<file path="config.mk">
export PLATFORM = sky130hd
export DESIGN_NAME = bus_arbiter
export DESIGN_NICKNAME = d
export VERILOG_FILES = /design/src/inc/bus_arb_pkg.sv /design/src/design/bus_arbiter.sv /design/src/design/req_pick.sv
export SDC_FILE = /design/constraint.sdc
export NUM_CORES = 1
export LEC_CHECK = 0
export BUFFER_PORTS_ARGS = -buffer_cell sky130_fd_sc_hd__buf_2
export CAP_MARGIN = 0
export CELL_PAD_IN_SITES_DETAIL_PLACEMENT = 1
export CELL_PAD_IN_SITES_GLOBAL_PLACEMENT = 2
export CORE_MARGIN = 10
export CORE_UTILIZATION = 28
export DETAILED_ROUTE_END_ITERATION = 10
export PLACE_DENSITY_LB_ADDON = 0.1
export SKIP_CTS_REPAIR_TIMING = 1
export SYNTH_ARGS = -nofsm -noshare
export SYNTH_HDL_FRONTEND = slang
export SYNTH_SLANG_ARGS = --single-unit
</file>
<file path="constraint.sdc">
create_clock -name clk_i -period 2.1 [get_ports clk_i]
set_clock_uncertainty 0.15 [all_clocks]
set_input_delay 0.315 -clock clk_i [delete_from_list [all_inputs] [get_ports clk_i]]
set_output_delay 0.315 -clock clk_i [all_outputs]
set_load 0.05 [all_outputs]
</file>
<file path="src/inc/bus_arb_pkg.sv">
// bus ownership arbiter: shared constants, enums and pin rest values
// assumes one bus clock domain; all pins sampled synchronously
package bus_arb_pkg;
   localparam int          ADDR_W       = 36;
   localparam int          DATA_W       = 64;
   localparam int          BE_W         = 8;
   localparam int          INT_W        = 6;
   localparam int          NREQ         = 4;
   // request / grant vector positions, highest priority first
   localparam int          IDX_HSNOOP   = 3;
   localparam int          IDX_HRUN     = 2;
   localparam int          IDX_LSNOOP   = 1;
   localparam int          IDX_LRUN     = 0;
   localparam logic [3:0]  GRANT_NONE   = 4'h0;
   // pin levels while released; OE_ON is the enable level while the core owns the bus
   localparam logic        FLAG_REL     = 1'b1;
   localparam logic        OE_OFF       = 1'b1;
   localparam logic        OE_ON        = 1'b0;

   typedef enum logic [2:0] {
      ST_OWN    = 3'b000,
      ST_DRAIN  = 3'b001,
      ST_GRANT  = 3'b011,
      ST_STEAL  = 3'b010,
      ST_RESUME = 3'b110
   } arb_state_e;

   typedef enum logic [1:0] {
      PM_RUN  = 2'h0,
      PM_DOZE = 2'h1,
      PM_HALT = 2'h2
   } power_mode_e;
endpackage

</file>
<file path="src/design/bus_arbiter.sv">
// system bus ownership arbiter: hands the external bus to outside masters
// assumes one bus clock, active-high request/grant internally, and that the
// core's own bus sequencer reports busy/done and write buffer state.
`timescale 1ns/1ps
module bus_arbiter (
   input  wire logic                        clk_i,
   input  wire logic                        rst_n_i,
   input  wire logic                        cold_reset_n_i,
   input  wire logic                        low_run_request_n_i,
   input  wire logic                        high_run_request_n_i,
   input  wire logic                        low_snoop_request_n_i,
   input  wire logic                        high_snoop_request_n_i,
   input  wire logic                        owner_active_n_i,
   input  wire logic                        snoop_strobe_n_i,
   input  wire logic                        nonmaskable_int_n_i,
   input  wire logic [bus_arb_pkg::INT_W-1:0] interrupt_lines_n_i,
   input  wire logic                        own_busy_i,
   input  wire logic                        own_last_i,
   input  wire logic                        own_need_i,
   input  wire logic                        wbuf_empty_i,
   input  wire logic                        wbuf_full_i,
   input  wire logic                        doze_i,
   input  wire logic                        halt_i,
   output logic                             low_run_grant_n_o,
   output logic                             high_run_grant_n_o,
   output logic                             low_snoop_grant_n_o,
   output logic                             high_snoop_grant_n_o,
   output logic                             release_request_n_o,
   output logic                             snoop_take_o,
   output logic                             wbuf_drain_o,
   output logic                             stall_o,
   output logic                             own_allow_o,
   output logic                             internal_bus_free_o,
   output logic                             halted_o,
   output logic                             mem_oe_n_o,
   output logic                             cacheable_flag_o,
   output logic                             identifier_flag_o
);
   import bus_arb_pkg::*;

   arb_state_e  state_q, state_d;
   logic [3:0]  grant_q, grant_d;
   logic [3:0]  target_q, target_d;
   logic        rel_q, rel_d;
   logic        halted_q, halted_d;
   logic        steal_q, steal_d;
   logic        snoop_take_q;
   logic        drain_q;
   logic        oe_n_q;
   logic        flag_q;
   logic        allow_q;
   logic        ibus_q;
   logic [3:0]  req;
   logic [3:0]  pick;
   logic        any_req;
   logic        wake;
   logic        free_now;
   logic        snoop_pick;
   logic        run_owned;

   // request vector in priority slots
   assign req[IDX_HSNOOP] = ~high_snoop_request_n_i;
   assign req[IDX_HRUN]   = ~high_run_request_n_i;
   assign req[IDX_LSNOOP] = ~low_snoop_request_n_i;
   assign req[IDX_LRUN]   = ~low_run_request_n_i;

   req_pick u_pick (
      .req_i  (req),
      .pick_o (pick),
      .any_o  (any_req)
   );

   function automatic logic is_snoop(input logic [3:0] g);
      return g[IDX_HSNOOP] | g[IDX_LSNOOP];
   endfunction

   assign wake       = ~nonmaskable_int_n_i | ~(&interrupt_lines_n_i);
   // own bus free now, or the current own transfer ends on this edge
   assign free_now   = ~own_busy_i | own_last_i;
   assign snoop_pick = is_snoop(pick);
   assign run_owned  = (grant_q != GRANT_NONE) & ~is_snoop(grant_q);

   // halt latch: cleared by an external interrupt or by reset or cold reset
   always_comb begin
      halted_d = halted_q;
      if (halt_i) begin
         halted_d = 1'b1;
      end
      if (wake) begin
         halted_d = 1'b0;
      end
   end

   always_comb begin
      state_d  = state_q;
      grant_d  = grant_q;
      target_d = target_q;
      rel_d    = 1'b0;
      steal_d  = steal_q;
      unique case (state_q)
         ST_OWN: begin
            // doze needs no wakeup; the grant follows the sampled request
            if (any_req && !halted_q && free_now && !own_need_i) begin
               target_d = pick;
               if (snoop_pick && !wbuf_empty_i) begin
                  state_d = ST_DRAIN;
               end else begin
                  grant_d = pick;
                  state_d = ST_GRANT;
               end
            end
         end
         ST_DRAIN: begin
            // a higher request arriving while draining retargets the grant
            if (!any_req) begin
               state_d = ST_OWN;
            end else if (wbuf_empty_i) begin
               grant_d = pick;
               state_d = ST_GRANT;
            end else begin
               target_d = pick;
            end
         end
         ST_GRANT: begin
            if (owner_active_n_i && !rel_q && grant_q != target_q) begin
               grant_d = GRANT_NONE;
               state_d = ST_OWN;
            end else if (owner_active_n_i && (rel_q || !any_req)) begin
               grant_d = GRANT_NONE;
               state_d = steal_q ? ST_STEAL : ST_OWN;
            end else if (owner_active_n_i && !(|(req & grant_q)) && !rel_q) begin
               grant_d = GRANT_NONE;
               state_d = ST_OWN;
            end else begin
               // steal on need or full buffer, only in run mode
               if (run_owned && (own_need_i || wbuf_full_i)) begin
                  steal_d = 1'b1;
               end
               if ((pick > grant_q) || (run_owned && (own_need_i || wbuf_full_i))) begin
                  rel_d = 1'b1;
               end
            end
         end
         ST_STEAL: begin
            // own stolen operation runs; hold off all grants until done
            if (!own_need_i && !wbuf_full_i && free_now) begin
               steal_d = 1'b0;
               state_d = ST_RESUME;
            end
         end
         ST_RESUME: begin
            state_d = ST_OWN;
         end
         default: begin
            state_d = ST_OWN;
            grant_d = GRANT_NONE;
         end
      endcase
      if (!cold_reset_n_i) begin
         state_d  = ST_OWN;
         grant_d  = GRANT_NONE;
         rel_d    = 1'b0;
         steal_d  = 1'b0;
      end
   end

   always_ff @(posedge clk_i or negedge rst_n_i) begin
      if (!rst_n_i) begin
         state_q  <= ST_OWN;
         grant_q  <= GRANT_NONE;
         target_q <= GRANT_NONE;
         rel_q    <= 1'b0;
         steal_q  <= 1'b0;
      end else begin
         state_q  <= state_d;
         grant_q  <= grant_d;
         target_q <= target_d;
         rel_q    <= rel_d;
         steal_q  <= steal_d;
      end
   end

   always_ff @(posedge clk_i or negedge rst_n_i) begin
      if (!rst_n_i) begin
         halted_q <= 1'b0;
      end else begin
         halted_q <= cold_reset_n_i ? halted_d : 1'b0;
      end
   end

   // snoop strobe honoured only under snoop-mode ownership
   always_ff @(posedge clk_i or negedge rst_n_i) begin
      if (!rst_n_i) begin
         snoop_take_q <= 1'b0;
      end else begin
         snoop_take_q <= ~snoop_strobe_n_i & is_snoop(grant_d);
      end
   end

   // memory outputs: any grant tri-states them; no keeper behind them, so a
   // released bus floats unless the board pulls it
   always_ff @(posedge clk_i or negedge rst_n_i) begin
      if (!rst_n_i) begin
         oe_n_q  <= OE_ON;
         flag_q  <= FLAG_REL;
         drain_q <= 1'b0;
         allow_q <= 1'b1;
         ibus_q  <= 1'b0;
      end else begin
         oe_n_q  <= (grant_d != GRANT_NONE) ? OE_OFF : OE_ON;
         flag_q  <= FLAG_REL;
         drain_q <= (state_d == ST_DRAIN);
         allow_q <= (grant_d == GRANT_NONE) && (state_d != ST_DRAIN);
         ibus_q  <= is_snoop(grant_d);
      end
   end

   always_comb begin
      low_run_grant_n_o    = ~grant_q[IDX_LRUN];
      high_run_grant_n_o   = ~grant_q[IDX_HRUN];
      low_snoop_grant_n_o  = ~grant_q[IDX_LSNOOP];
      high_snoop_grant_n_o = ~grant_q[IDX_HSNOOP];
   end

   assign release_request_n_o = ~rel_q;
   assign snoop_take_o        = snoop_take_q;
   assign wbuf_drain_o        = drain_q;
   assign stall_o             = steal_q;
   assign own_allow_o         = allow_q;
   assign internal_bus_free_o = ibus_q;
   assign halted_o            = halted_q;
   assign mem_oe_n_o          = oe_n_q;
   assign cacheable_flag_o    = flag_q;
   assign identifier_flag_o   = flag_q;
endmodule

</file>
<file path="src/design/req_pick.sv">
// fixed-priority picker over the four request lines
// assumes requests are active-high, already synchronous
`timescale 1ns/1ps
module req_pick (
   input  wire logic [3:0] req_i,
   output logic      [3:0] pick_o,
   output logic            any_o
);
   import bus_arb_pkg::*;

   always_comb begin
      pick_o = GRANT_NONE;
      if (req_i[IDX_HSNOOP]) begin
         pick_o[IDX_HSNOOP] = 1'b1;
      end else if (req_i[IDX_HRUN]) begin
         pick_o[IDX_HRUN] = 1'b1;
      end else if (req_i[IDX_LSNOOP]) begin
         pick_o[IDX_LSNOOP] = 1'b1;
      end else if (req_i[IDX_LRUN]) begin
         pick_o[IDX_LRUN] = 1'b1;
      end
   end

   assign any_o = |req_i;
endmodule

</file>
Word-level counts from Yosys, hierarchy flattened

Index checks and enable logic that the tools add are counted.

Bits of input ports: 23
Logic and storage cells: 133
Flip-flop bits (word level): 19
Output and inout bits: 14

Reductions and logical operators: 34
Bitwise gates (word level): 22
Mux-type cells: 48
$lt $le $gt $ge: 1
Eq/ne operators: 17

Operators by type and width:

| kind                                                             | count |
|---|---|
| 4-bit two-way mux                                                | 11 |
| 3-bit two-way mux                                                | 9 |
| 1-bit two-way mux                                                | 21 |
| 4-bit case mux with 4 select lines                               | 1 |
| 3-bit != test (second input constant)                            | 5 |
| 1-bit NOT                                                        | 14 |
| 1-bit logical AND                                                | 13 |
| 3-bit case mux with 4 select lines                               | 1 |
| 6-bit AND reduction                                              | 2 |
| 3-bit by 1-bit != test with 1-bit output (second input constant) | 3 |
| 4-bit case mux with 2 select lines                               | 1 |
| 4-bit nonzero test                                               | 2 |
| 4-bit OR reduction                                               | 2 |
| 1-bit zero test                                                  | 7 |
| 3-bit by 1-bit == test with 1-bit output (second input constant) | 2 |
| 3-bit by 2-bit == test with 1-bit output (second input constant) | 2 |
| 2-bit two-way mux                                                | 3 |
| 2-bit != test (second input constant)                            | 3 |
| 1-bit OR                                                         | 5 |
| 4-bit bitwise AND                                                | 1 |
| 4-bit greater-than comparator                                    | 1 |
| 4-bit zero test                                                  | 1 |
| 4-bit != test                                                    | 1 |
| 4-bit AND reduction                                              | 1 |
| other kinds (7)                                                  | 10 |

Longest topological paths before layout

Gate-level depths: netlist of run 1.

Depth in word-level cells: 13
Gate-level depth with buffers: 10
Mapped depth without buffers: 10

Modules after synthesis

A second synthesis of run 1 with hierarchy kept.

Cells, all modules: 154
Area, all modules: 1368.8 µm²

By module, submodules not included:

| module      | cells each | times used | area an instance (µm²) | sequential area each (µm²) |
|---|---|---|---|---|
| bus_arbiter | 149        | 1          | 1328.8                 | 476.7 |
| req_pick    | 5          | 1          | 40.0                   | 0.0 |

Worst setup path after synthesis of run 1

Ideal clock, no wire load.

Path type: flip-flop to flip-flop
From: reg halted_q, in the netlist halted_o
To: reg snoop_take_q, in the netlist snoop_take_o
Required time: 1.811 ns
Data arrival time: 1.995 ns
Slack: -0.184 ns
Cell stages (with the launch flop): 8
Clock period less this slack: 2.284 ns
Path buffers: 0
Cells stage by stage: dfrtp_1 > or2_2 > or3_4 > nor2_1 > o31ai_1 > or2_4 > a211oi_2 > nor3_1

Longest elaborated chain between the ends: 9

RTL lines:

| item                               | RTL line           | source |
|---|---|---|
| start, declared                    | bus_arbiter.sv:45  | `logic halted_q, halted_d;` |
| start signal, assigned             | bus_arbiter.sv:187 | `halted_q <= cold_reset_n_i ? halted_d : 1'b0;` |
| 1-bit zero test                    | bus_arbiter.sv:103 | `if (any_req && !halted_q && free_now && !own_need_i) begin` |
| 1-bit logical AND (3 in series)    | bus_arbiter.sv:103 |  |
| 4-bit two-way mux                  | bus_arbiter.sv:103 |  |
| 4-bit case mux with 4 select lines | bus_arbiter.sv:100 | `unique case (state_q)` |
| 4-bit two-way mux                  | bus_arbiter.sv:159 | `if (!cold_reset_n_i) begin` |
| 1-bit OR                           | bus_arbiter.sv:74  | `return g[IDX_HSNOOP] \| g[IDX_LSNOOP];` |
| 1-bit bitwise AND                  | bus_arbiter.sv:196 | `snoop_take_q <= ~snoop_strobe_n_i & is_snoop(grant_d);` |
| end signal, assigned               | bus_arbiter.sv:196 |  |
| end, declared                      | bus_arbiter.sv:47  | `logic snoop_take_q;` |

Every way passes these cells.
A chain may end at the register's enable or synchronous reset.

Worst setup path after layout of run 1

From: reg grant_q[3]
To: reg allow_q, in the netlist own_allow_o

Longest elaborated chain between the ends: 12

RTL lines:

| item                                         | RTL line           | source |
|---|---|---|
| start, declared                              | bus_arbiter.sv:42  | `logic [3:0] grant_q, grant_d;` |
| start signal, assigned                       | bus_arbiter.sv:176 | `grant_q <= grant_d;` |
| 4-bit bitwise AND                            | bus_arbiter.sv:131 | `end else if (owner_active_n_i && !(\|(req & grant_q)) && !rel_q) begin` |
| 4-bit OR reduction                           | bus_arbiter.sv:131 |  |
| 1-bit zero test                              | bus_arbiter.sv:131 |  |
| 1-bit logical AND (2 in series)              | bus_arbiter.sv:131 |  |
| 3-bit two-way mux                            | bus_arbiter.sv:131 |  |
| 3-bit two-way mux                            | bus_arbiter.sv:128 | `end else if (owner_active_n_i && (rel_q \|\| !any_req)) begin` |
| 3-bit two-way mux (*)                        | bus_arbiter.sv:125 | `if (owner_active_n_i && !rel_q && grant_q != target_q) begin` |
| 3-bit case mux with 4 select lines (*)       | bus_arbiter.sv:100 |  |
| 3-bit two-way mux (*)                        | bus_arbiter.sv:159 |  |
| via state_d[0]                               | bus_arbiter.sv:41  | `arb_state_e state_q, state_d;` |
| 3-bit by 1-bit != test with 1-bit output (*) | bus_arbiter.sv:213 | `allow_q <= (grant_d == GRANT_NONE) && (state_d != ST_DRAIN);` |
| 1-bit logical AND (*)                        | bus_arbiter.sv:213 |  |
| end signal, assigned                         | bus_arbiter.sv:213 |  |
| end, declared                                | bus_arbiter.sv:51  | `logic allow_q;` |

Mark *: on every way through the listed nets, which the timed path passes. The rest lies on a longest branch.

==> results.txt, run 1 <==
- Summing over every cut layer, the via total after detailed routing is 1343.
- Final Hold Viols: 0
* Largest net degree at the start of global routing: 20
- TritonCTS created 3 clock buffers.
- In this run the worst path has a maximum fanout of 4.
* Number of antenna-violating nets in the routed design: 0
- Standard-cell row count: 24
* Full die area: 7860 um^2
- Synthesis handed over a netlist of 139 instances.
- In this run the count of I/O pins placed on the die edge is 37.
* Critical Path, Cell by Cell: xnor2_1 -> nand4_1 -> o32a_4 -> buf_12 -> o31ai_2 -> and2_2 -> and2_1 -> nor2_2
* Setup slack after placement: -274 ps
- 0 antenna diodes ended up in the layout.
- After detailed routing, the number of remaining DRC violations is 0.
- Data arrives at the worst endpoint at 2270 ps.
- After detailed routing, the total wire length is 4.83 mm.
* Number of global-route vias before repair: between 1500 and 2000
* Routed length per placed instance: 18.1 um
- Critical path endpoint category: flip-flop
* Gp weighted congestion: 0.821
- VDD sags by at most approximately 0.00046 V.
- The count of pins over their slew limit came to 0.
* Fin cells: around 270
- The largest single stage delay on the critical path is roughly 460 ps.
- The share of the Yosys chip area taken by registers is 0.361.
- After detailed placement, the design holds a cell count of 259.
* Initial DRC Count: 33
- The initial utilization of the core area, before any placement, comes to 0.295.
- PwrDens: 595 nW/um^2
* Max-cap viol count: 0
- Seq cells post-synth: 19
* Static power due to leakage: 0.932 nW
- Startpoint kind of the worst setup timing path: flip-flop
- Detailed placement ended at an HPWL of ~4 mm.
* Type of the worst min-delay path: primary input to flip-flop
* Leftover overflow at the end of global routing: 0
* Die extent in x: 88.7 um
* Distinct cell type count after synthesis: 49
- Relative max-transition margin: 0.628
- Area of the core: approximately 4500 um^2
- After synthesis, the mean cell area works out to around 9.5 um^2.
* Final setup fails: 8
* Nets@finish: 244
* Final period utilization: 1.06
* CTS tree: built
* Min Clock Period, post-route: 2230 ps
* Failing checks: setup timing
- The first global-routing pass estimated 7.53 mm of wire.
* Number of antenna violations at the first check in global routing: 0
* Drt via density: 5.03
* Highest attainable clock frequency: 0.449 GHz
- Syn Std Cell Area: 1320 um^2
* CTS max path bufs: 2
- Once layout is complete, the utilization of the core stands at 0.454.
* Placed Instance Area: 1820 um^2
* Worst setup margin: -129 ps
- Clock tree synthesis found a total of 19 sinks.
- From synthesis to final layout, the design area changed by 54.0%.
- CTS built an H-tree with a depth of 1.
- Number of buffer cells added on primary ports: 33
- Clock transition time at the flip-flop clock pins of the worst setup and hold paths: roughly 70 ps
- Overall track demand over capacity in global routing: 0.121
* Worst setup path class: flip-flop to flip-flop
- Clock tree root driver cell: sky130_fd_sc_hd__clkbuf_8
- For the pin with the worst max-slew slack, the measured transition is 554 ps.
- Measured along the y axis, the die boundary spans 88.7 um.
* Unrepaired setup endpoints after global routing: yes
- With fillers left out, the area of the finished cells amounts to 2030 um^2.
- First-pass iteration count of the detailed router: 4
* Outcome: complete, but fails checks
- Clock latency at the later pin of the worst-skew pair: 250 ps
* CP required: 2140 ps
- Slowest cell on the critical path: sky130_fd_sc_hd__dfrtp_2
* Synthesis warning total: 0
* Share of post-route cells with drive strength above 1: 0.544
==> logic make-up (layout without fill, tap and decap cells) <==
family / count (synthesis) / in the layout / synth area share
and+or+nand+nor: 58 / 58 / 0.245
AOI/OAI and AO/OA: 32 / 32 / 0.224
DFF: 19 / 19 / 0.361
buffers and inverters: 16 / 91 / 0.0597
adders and majority gates: 5 / 5 / 0.0474
xor gates and xnor gates: 4 / 4 / 0.0265
muxes: 4 / 4 / 0.0341
other: 1 / 2 / 0.00284
==> final timing paths <==
check,startpoint,endpoint,slack (ps),cells past startpoint
setup / recovery,grant_q[3],own_allow_o,-130,8
hold / removal,snoop_strobe_n_i,snoop_take_o,60,2
setup reg to reg,grant_q[3],own_allow_o,-130,8
hold reg to reg,target_q[2],target_q[2],390,1
max in group asynchronous,rst_n_i,own_allow_o,1080,2
min in group asynchronous,rst_n_i,halted_o,390,2
==> cells in the mapped netlist (all sizes together) <==
| cell | count | area [um^2] |
|---|---|---|
| nand2 | 9 | 33.8 |
| a32oi | 2 | 17.5 |
| and2 | 3 | 20.0 |
| nand4 | 4 | 25.0 |
| o31ai | 2 | 15.0 |
| a2111oi | 2 | 23.8 |
| dfrtp | 18 | 450 |
| dfstp | 1 | 26.3 |
| nor2 | 15 | 61.3 |
| a41oi | 1 | 8.76 |
| or3 | 3 | 25.0 |
| nor2b | 4 | 25.0 |
| o41ai | 1 | 8.76 |
| nand3 | 4 | 20.0 |
| conb | 1 | 3.75 |
| o32a | 1 | 22.5 |
| a211oi | 3 | 27.5 |
| a31oi | 2 | 12.5 |
| o2111a | 1 | 11.3 |
| xnor2 | 4 | 35.0 |
| and4 | 1 | 11.3 |
| o211a | 1 | 10.0 |
| and2b | 1 | 8.76 |
| o2111ai | 2 | 35.0 |
| nand2b | 2 | 12.5 |
| nor3 | 6 | 35.0 |
| mux2 | 4 | 45.0 |
| or2b | 1 | 8.76 |
| a21oi | 7 | 38.8 |
| o32ai | 2 | 17.5 |
| o311ai | 1 | 26.3 |
| inv | 12 | 45.0 |
| or2 | 3 | 21.3 |
| nor3b | 2 | 15.0 |
| o21ai | 4 | 20.0 |
| buf | 4 | 33.8 |
| ha | 5 | 62.6 |
==> registers in the layout, summed over array words and instances (netlist names) <==
name,flops
grant_q,4
target_q,4
state_q,3
halted_o,1
internal_bus_free_o,1
mem_oe_n_o,1
own_allow_o,1
rel_q,1
snoop_take_o,1
stall_o,1
wbuf_drain_o,1
==> cell usage in the layout (no fill, tap or decap), types with 2 or more instances in the layout <==
cell type,synthesis,final
sky130_fd_sc_hd__nor2_4,0,2
sky130_fd_sc_hd__buf_4,3,39
sky130_fd_sc_hd__nor2b_1,4,2
sky130_fd_sc_hd__o21ai_0,3,2
sky130_fd_sc_hd__nand2b_1,2,2
sky130_fd_sc_hd__dfrtp_2,0,3
sky130_fd_sc_hd__ha_1,5,4
sky130_fd_sc_hd__a21oi_2,1,2
sky130_fd_sc_hd__nor3_2,1,3
sky130_fd_sc_hd__a31oi_1,2,2
sky130_fd_sc_hd__nor2b_4,0,2
sky130_fd_sc_hd__buf_2,0,33
sky130_fd_sc_hd__xnor2_1,4,4
sky130_fd_sc_hd__o21ai_1,1,2
sky130_fd_sc_hd__inv_1,12,11
sky130_fd_sc_hd__clkbuf_8,0,3
sky130_fd_sc_hd__a211oi_1,2,2
sky130_fd_sc_hd__nand3_1,4,4
sky130_fd_sc_hd__a21oi_1,6,4
sky130_fd_sc_hd__a32oi_1,2,2
sky130_fd_sc_hd__or3_4,1,2
sky130_fd_sc_hd__or2_4,1,2
sky130_fd_sc_hd__nor2_1,13,11
sky130_fd_sc_hd__and2_1,2,2
sky130_fd_sc_hd__nor2_2,2,2
sky130_fd_sc_hd__conb_1,1,2
sky130_fd_sc_hd__nor3_1,5,3
sky130_fd_sc_hd__nand4_1,4,4
sky130_fd_sc_hd__nand2_1,9,9
sky130_fd_sc_hd__mux2_4,0,4
sky130_fd_sc_hd__dfrtp_1,18,15
==> per-layer routing <==
| metal | wire length [um] | track usage |
|---|---|---|
| met3 | 179 | 0.0230 |
| met2 | 2380 | 0.205 |
| met5 | 0 | 0 |
| met1 | 2190 | 0.152 |
| met4 | 77 | 0.0308 |
==> metrics by stage <==
| step | TNS, ps | hold WS (ps) | power [mW] |
|---|---|---|---|
| detailed placement | -2480 | 132 | 0.892 |
| finish | -622 | 61.9 | 1.21 |
| CTS | -1820 | -145 | 1.15 |
| global placement | -2210 | 121 | 0.882 |
| global route | -1230 | 63.4 | 1.28 |
| floorplan | -1.64 | -131 | 0.700 |
==> report_power, final <==
part	total [mW]	switching [mW]	internal, mW
clock	0.250	0.115	0.135
combinational	0.526	0.284	0.242
sequential	0.434	0.0290	0.405
==> layout make-up <==
| type | count | area, um^2 |
|---|---|---|
| Sequential cell | 19 | 480 |
| Tap cell | 52 | 65.1 |
| Fill cell | 537 | 2440 |
| Multi-Input combinational cell | 105 | 898 |
| Timing Repair Buffer | 75 | 499 |
| Inverter | 12 | 45.0 |
| Clock buffer | 4 | 45.0 |
==> worst max-delay path, delay by kind of cell, from the launching register on <==
| family | cells | cell delay (ps) |
|---|---|---|
| AND/OR/NAND/NOR | 4 | 580 |
| XOR/XNOR | 1 | 180 |
| AO/OA/AOI/OAI | 2 | 660 |
| buffers and inverters | 1 | 130 |
| flip-flops | 1 | 460 |
(Power assumes the default switching activity.)
==> run 2: changes to the inputs <==
- clock period: 2.1 -> 2 ns (I/O delays scaled with it)
==> results.txt, run 2 (synthesized netlist as in run 1, its figures left out) <==
- Max-cap viol count: 0 (unchanged)
* Worst Path Arrival: 2180 ps (was 2270 ps)
* Count of buffering cells on the critical path with inverters included: 1 (unchanged)
* Initial DRC Count: 43 (was 33)
- The launch point of the worst path is halted_o (was grant_q[3]).
- The number of buffers on the longest clock path came to 2 (unchanged).
* Unrepaired setup endpoints after global routing: yes (unchanged)
- Starting utilization of the core area: 0.295 (unchanged)
- Worst setup path class: flip-flop to flip-flop (unchanged)
- The placed cell area is 1830 um^2 (was 1820 um^2).
* Overall power consumption: 1.27 mW (was 1.21 mW)
- The placement row count was 24 (unchanged).
- The number of inserted filler cells in the final layout was 537 (unchanged).
* Gp weighted congestion: 0.824 (was 0.821)
* Number of antenna-violating nets in the routed design: 0 (unchanged)
* Share of post-route cells with drive strength above 1: 0.587 (was 0.544)
- The final cell area excluding filler cells was 2100 um^2 (was 2030 um^2).
* Number of global-route vias before repair: 1466 (was 1529)
- The cell at the root of the clock tree is sky130_fd_sc_hd__clkbuf_8 (unchanged).
- Total via count after detailed routing: 1342 (was 1343)
* Slowest Stage Delay on Critical Path: 400 ps (was 460 ps)
- Outcome: complete, but fails checks (unchanged)
- Critical Path, Cell by Cell: or2_4 -> or3_4 -> o2111ai_4 -> o311ai_4 -> buf_4 -> a211oi_4 -> nor2_1 (was xnor2_1 -> nand4_1 -> o32a_4 -> buf_12 -> o31ai_2 -> and2_2 -> and2_1 -> nor2_2)
- The overall die width is 88.7 um (unchanged).
- The most common library cell in the layout ignoring fill and taps is sky130_fd_sc_hd__buf_4 (unchanged).
- First-pass iteration count of the detailed router: 4 (unchanged)
- The number of top-level design ports is 37 (unchanged).
- Wire length of the first global-routing pass: 7.62 mm (was 7.53 mm)
* Leftover overflow at the end of global routing: 0 (unchanged)
- The critical path's slowest cell is sky130_fd_sc_hd__dfrtp_2 (unchanged).
- Type of the worst min-delay path: primary input to flip-flop (unchanged)
- Largest registers: grant_q: 4 flops, target_q: 4 flops, state_q: 3 flops (unchanged)
- TritonCTS Buffers: 3 (unchanged)
* Worst-path fanout max: 4 (unchanged)
- Detailed Place HPWL: 3.93 mm (was 3.97 mm)
- Highest attainable clock frequency: 0.454 GHz (was 0.449 GHz)
- Clock transition time at the flip-flop clock pins of the worst setup and hold paths: 70 ps (about the same)
- Failing checks: setup timing (unchanged)
- Commonest non-fill, non-tap cells in the layout: sky130_fd_sc_hd__buf_4 (40), sky130_fd_sc_hd__buf_2 (33), sky130_fd_sc_hd__dfrtp_1 (15), sky130_fd_sc_hd__inv_1 (11), sky130_fd_sc_hd__nor2_1 (11) (was sky130_fd_sc_hd__buf_4 (39), sky130_fd_sc_hd__buf_2 (33), sky130_fd_sc_hd__dfrtp_1 (15), sky130_fd_sc_hd__inv_1 (11), sky130_fd_sc_hd__nor2_1 (11)).
- Maximum ir drop on the vdd rail: 0.000491 V (was 0.000459 V)
* Setup slack after placement: -301 ps (was -274 ps)
- The capturing element type of the critical path is a flip-flop (unchanged).
* Overall track demand over capacity in global routing: 0.122 (was 0.121)
- Launch point of the worst reg-to-reg path: halted_o (was grant_q[3])
- Number of antenna violations at the first check in global routing: 0 (unchanged)
- Min Clock Period, post-route: 2200 ps (was 2230 ps)
- The dominant delay contributor by cell family on the critical path is simple AND/OR/NAND/NOR gates (was compound AO/OA/AOI/OAI gates).
* Nets@finish: 247 (was 244)
* Static power due to leakage: 0.960 nW (was 0.932 nW)
- The ratio of total power to cell area came to 605 nW/um^2 (was 595 nW/um^2).
* Setup TNS after final layout: -968 ps (was -622 ps)
* Layout Area Growth over Synthesis: 59.2% (was 54.0%)
- Final max-slew violation count: 0 (unchanged)
- The clock insertion delay at the later pin of the skew report came to 250 ps (about the same).
- The remaining routing DRC violations was 0 (unchanged).
- The sort of element at the start of the critical path was a flip-flop (unchanged).
- The maximum number of pins on one net before global-route repair was 20 (unchanged).
- The final critical-path share of the clock period was 1.10 (was 1.06).
- Drt via density: 4.97 (was 5.03)
* H-tree lvl count: 1 (unchanged)
* Height of the chip: 88.7 um (unchanged)
* Final Util: 0.470 (was 0.454)
- The number of clock sinks seen by CTS was 19 (unchanged).
- Routed length per placed instance: 17.8 um (was 18.1 um)
* Number of buffer cells added on primary ports: 33 (unchanged)
* Final Hold Viols: 0 (unchanged)
* Critical hold path startpoint: snoop_strobe_n_i (unchanged)
- Antenna diode count: 0 (unchanged)
- The worst path required time is 1980 ps (was 2140 ps).
- Final WL: 4.82 mm (was 4.83 mm)
- The final number of setup-violating endpoints was 12 (was 8).
- Full die area: 7860 um^2 (unchanged)
- The final worst slack is -201 ps (was -129 ps).
* Area of the core: 4470 um^2 (unchanged)
* CTS tree: built (unchanged)
run 2: changes by cell type in the layout (fill, tap and decap cells not counted), sizes merged:
cell	before	now
inv	12	11
buf	74	77
clkinvlp	0	1
run 2: worst paths after layout:
path / cells after the start / slack (ps) / end
setup / recovery: 7 / -200 / internal_bus_free_o
hold / removal: 2 / 50 / snoop_take_o
setup reg to reg: 7 / -200 / internal_bus_free_o
hold reg to reg: 1 / 400 / target_q[1]
max in group asynchronous: 2 / 1000 / own_allow_o
min in group asynchronous: 2 / 370 / state_q[0]
run 2: power by group:
part           total (mW)  switching, mW  internal [mW]
combinational       0.559          0.297          0.262
sequential          0.456         0.0315          0.425
clock               0.256          0.115          0.141
run 2: layout make-up:
class                      count  area [um^2]  area share
multi-input combinational    105          942       0.448
tap                           52         65.1      0.0310
clock buffer                   4         45.0      0.0214
inverter                      12         48.8      0.0232
timing repair buffer          78          520       0.248
sequential                    19          480       0.229
run 2: stage by stage:
stage / std cells / hold WS [ps]
after global routing: 270 / 52.6
after CTS: 263 / -155
after floorplan: 140 / -146
after detailed placement: 259 / 117
after global placement: 259 / 106
final: 270 / 54.2
run 2: layer usage:
metal  share of wire  global-route usage
met1            0.45               0.153
met2            0.52               0.213
met3           0.024              0.0193
met4          0.0087              0.0264
met5               0                   0
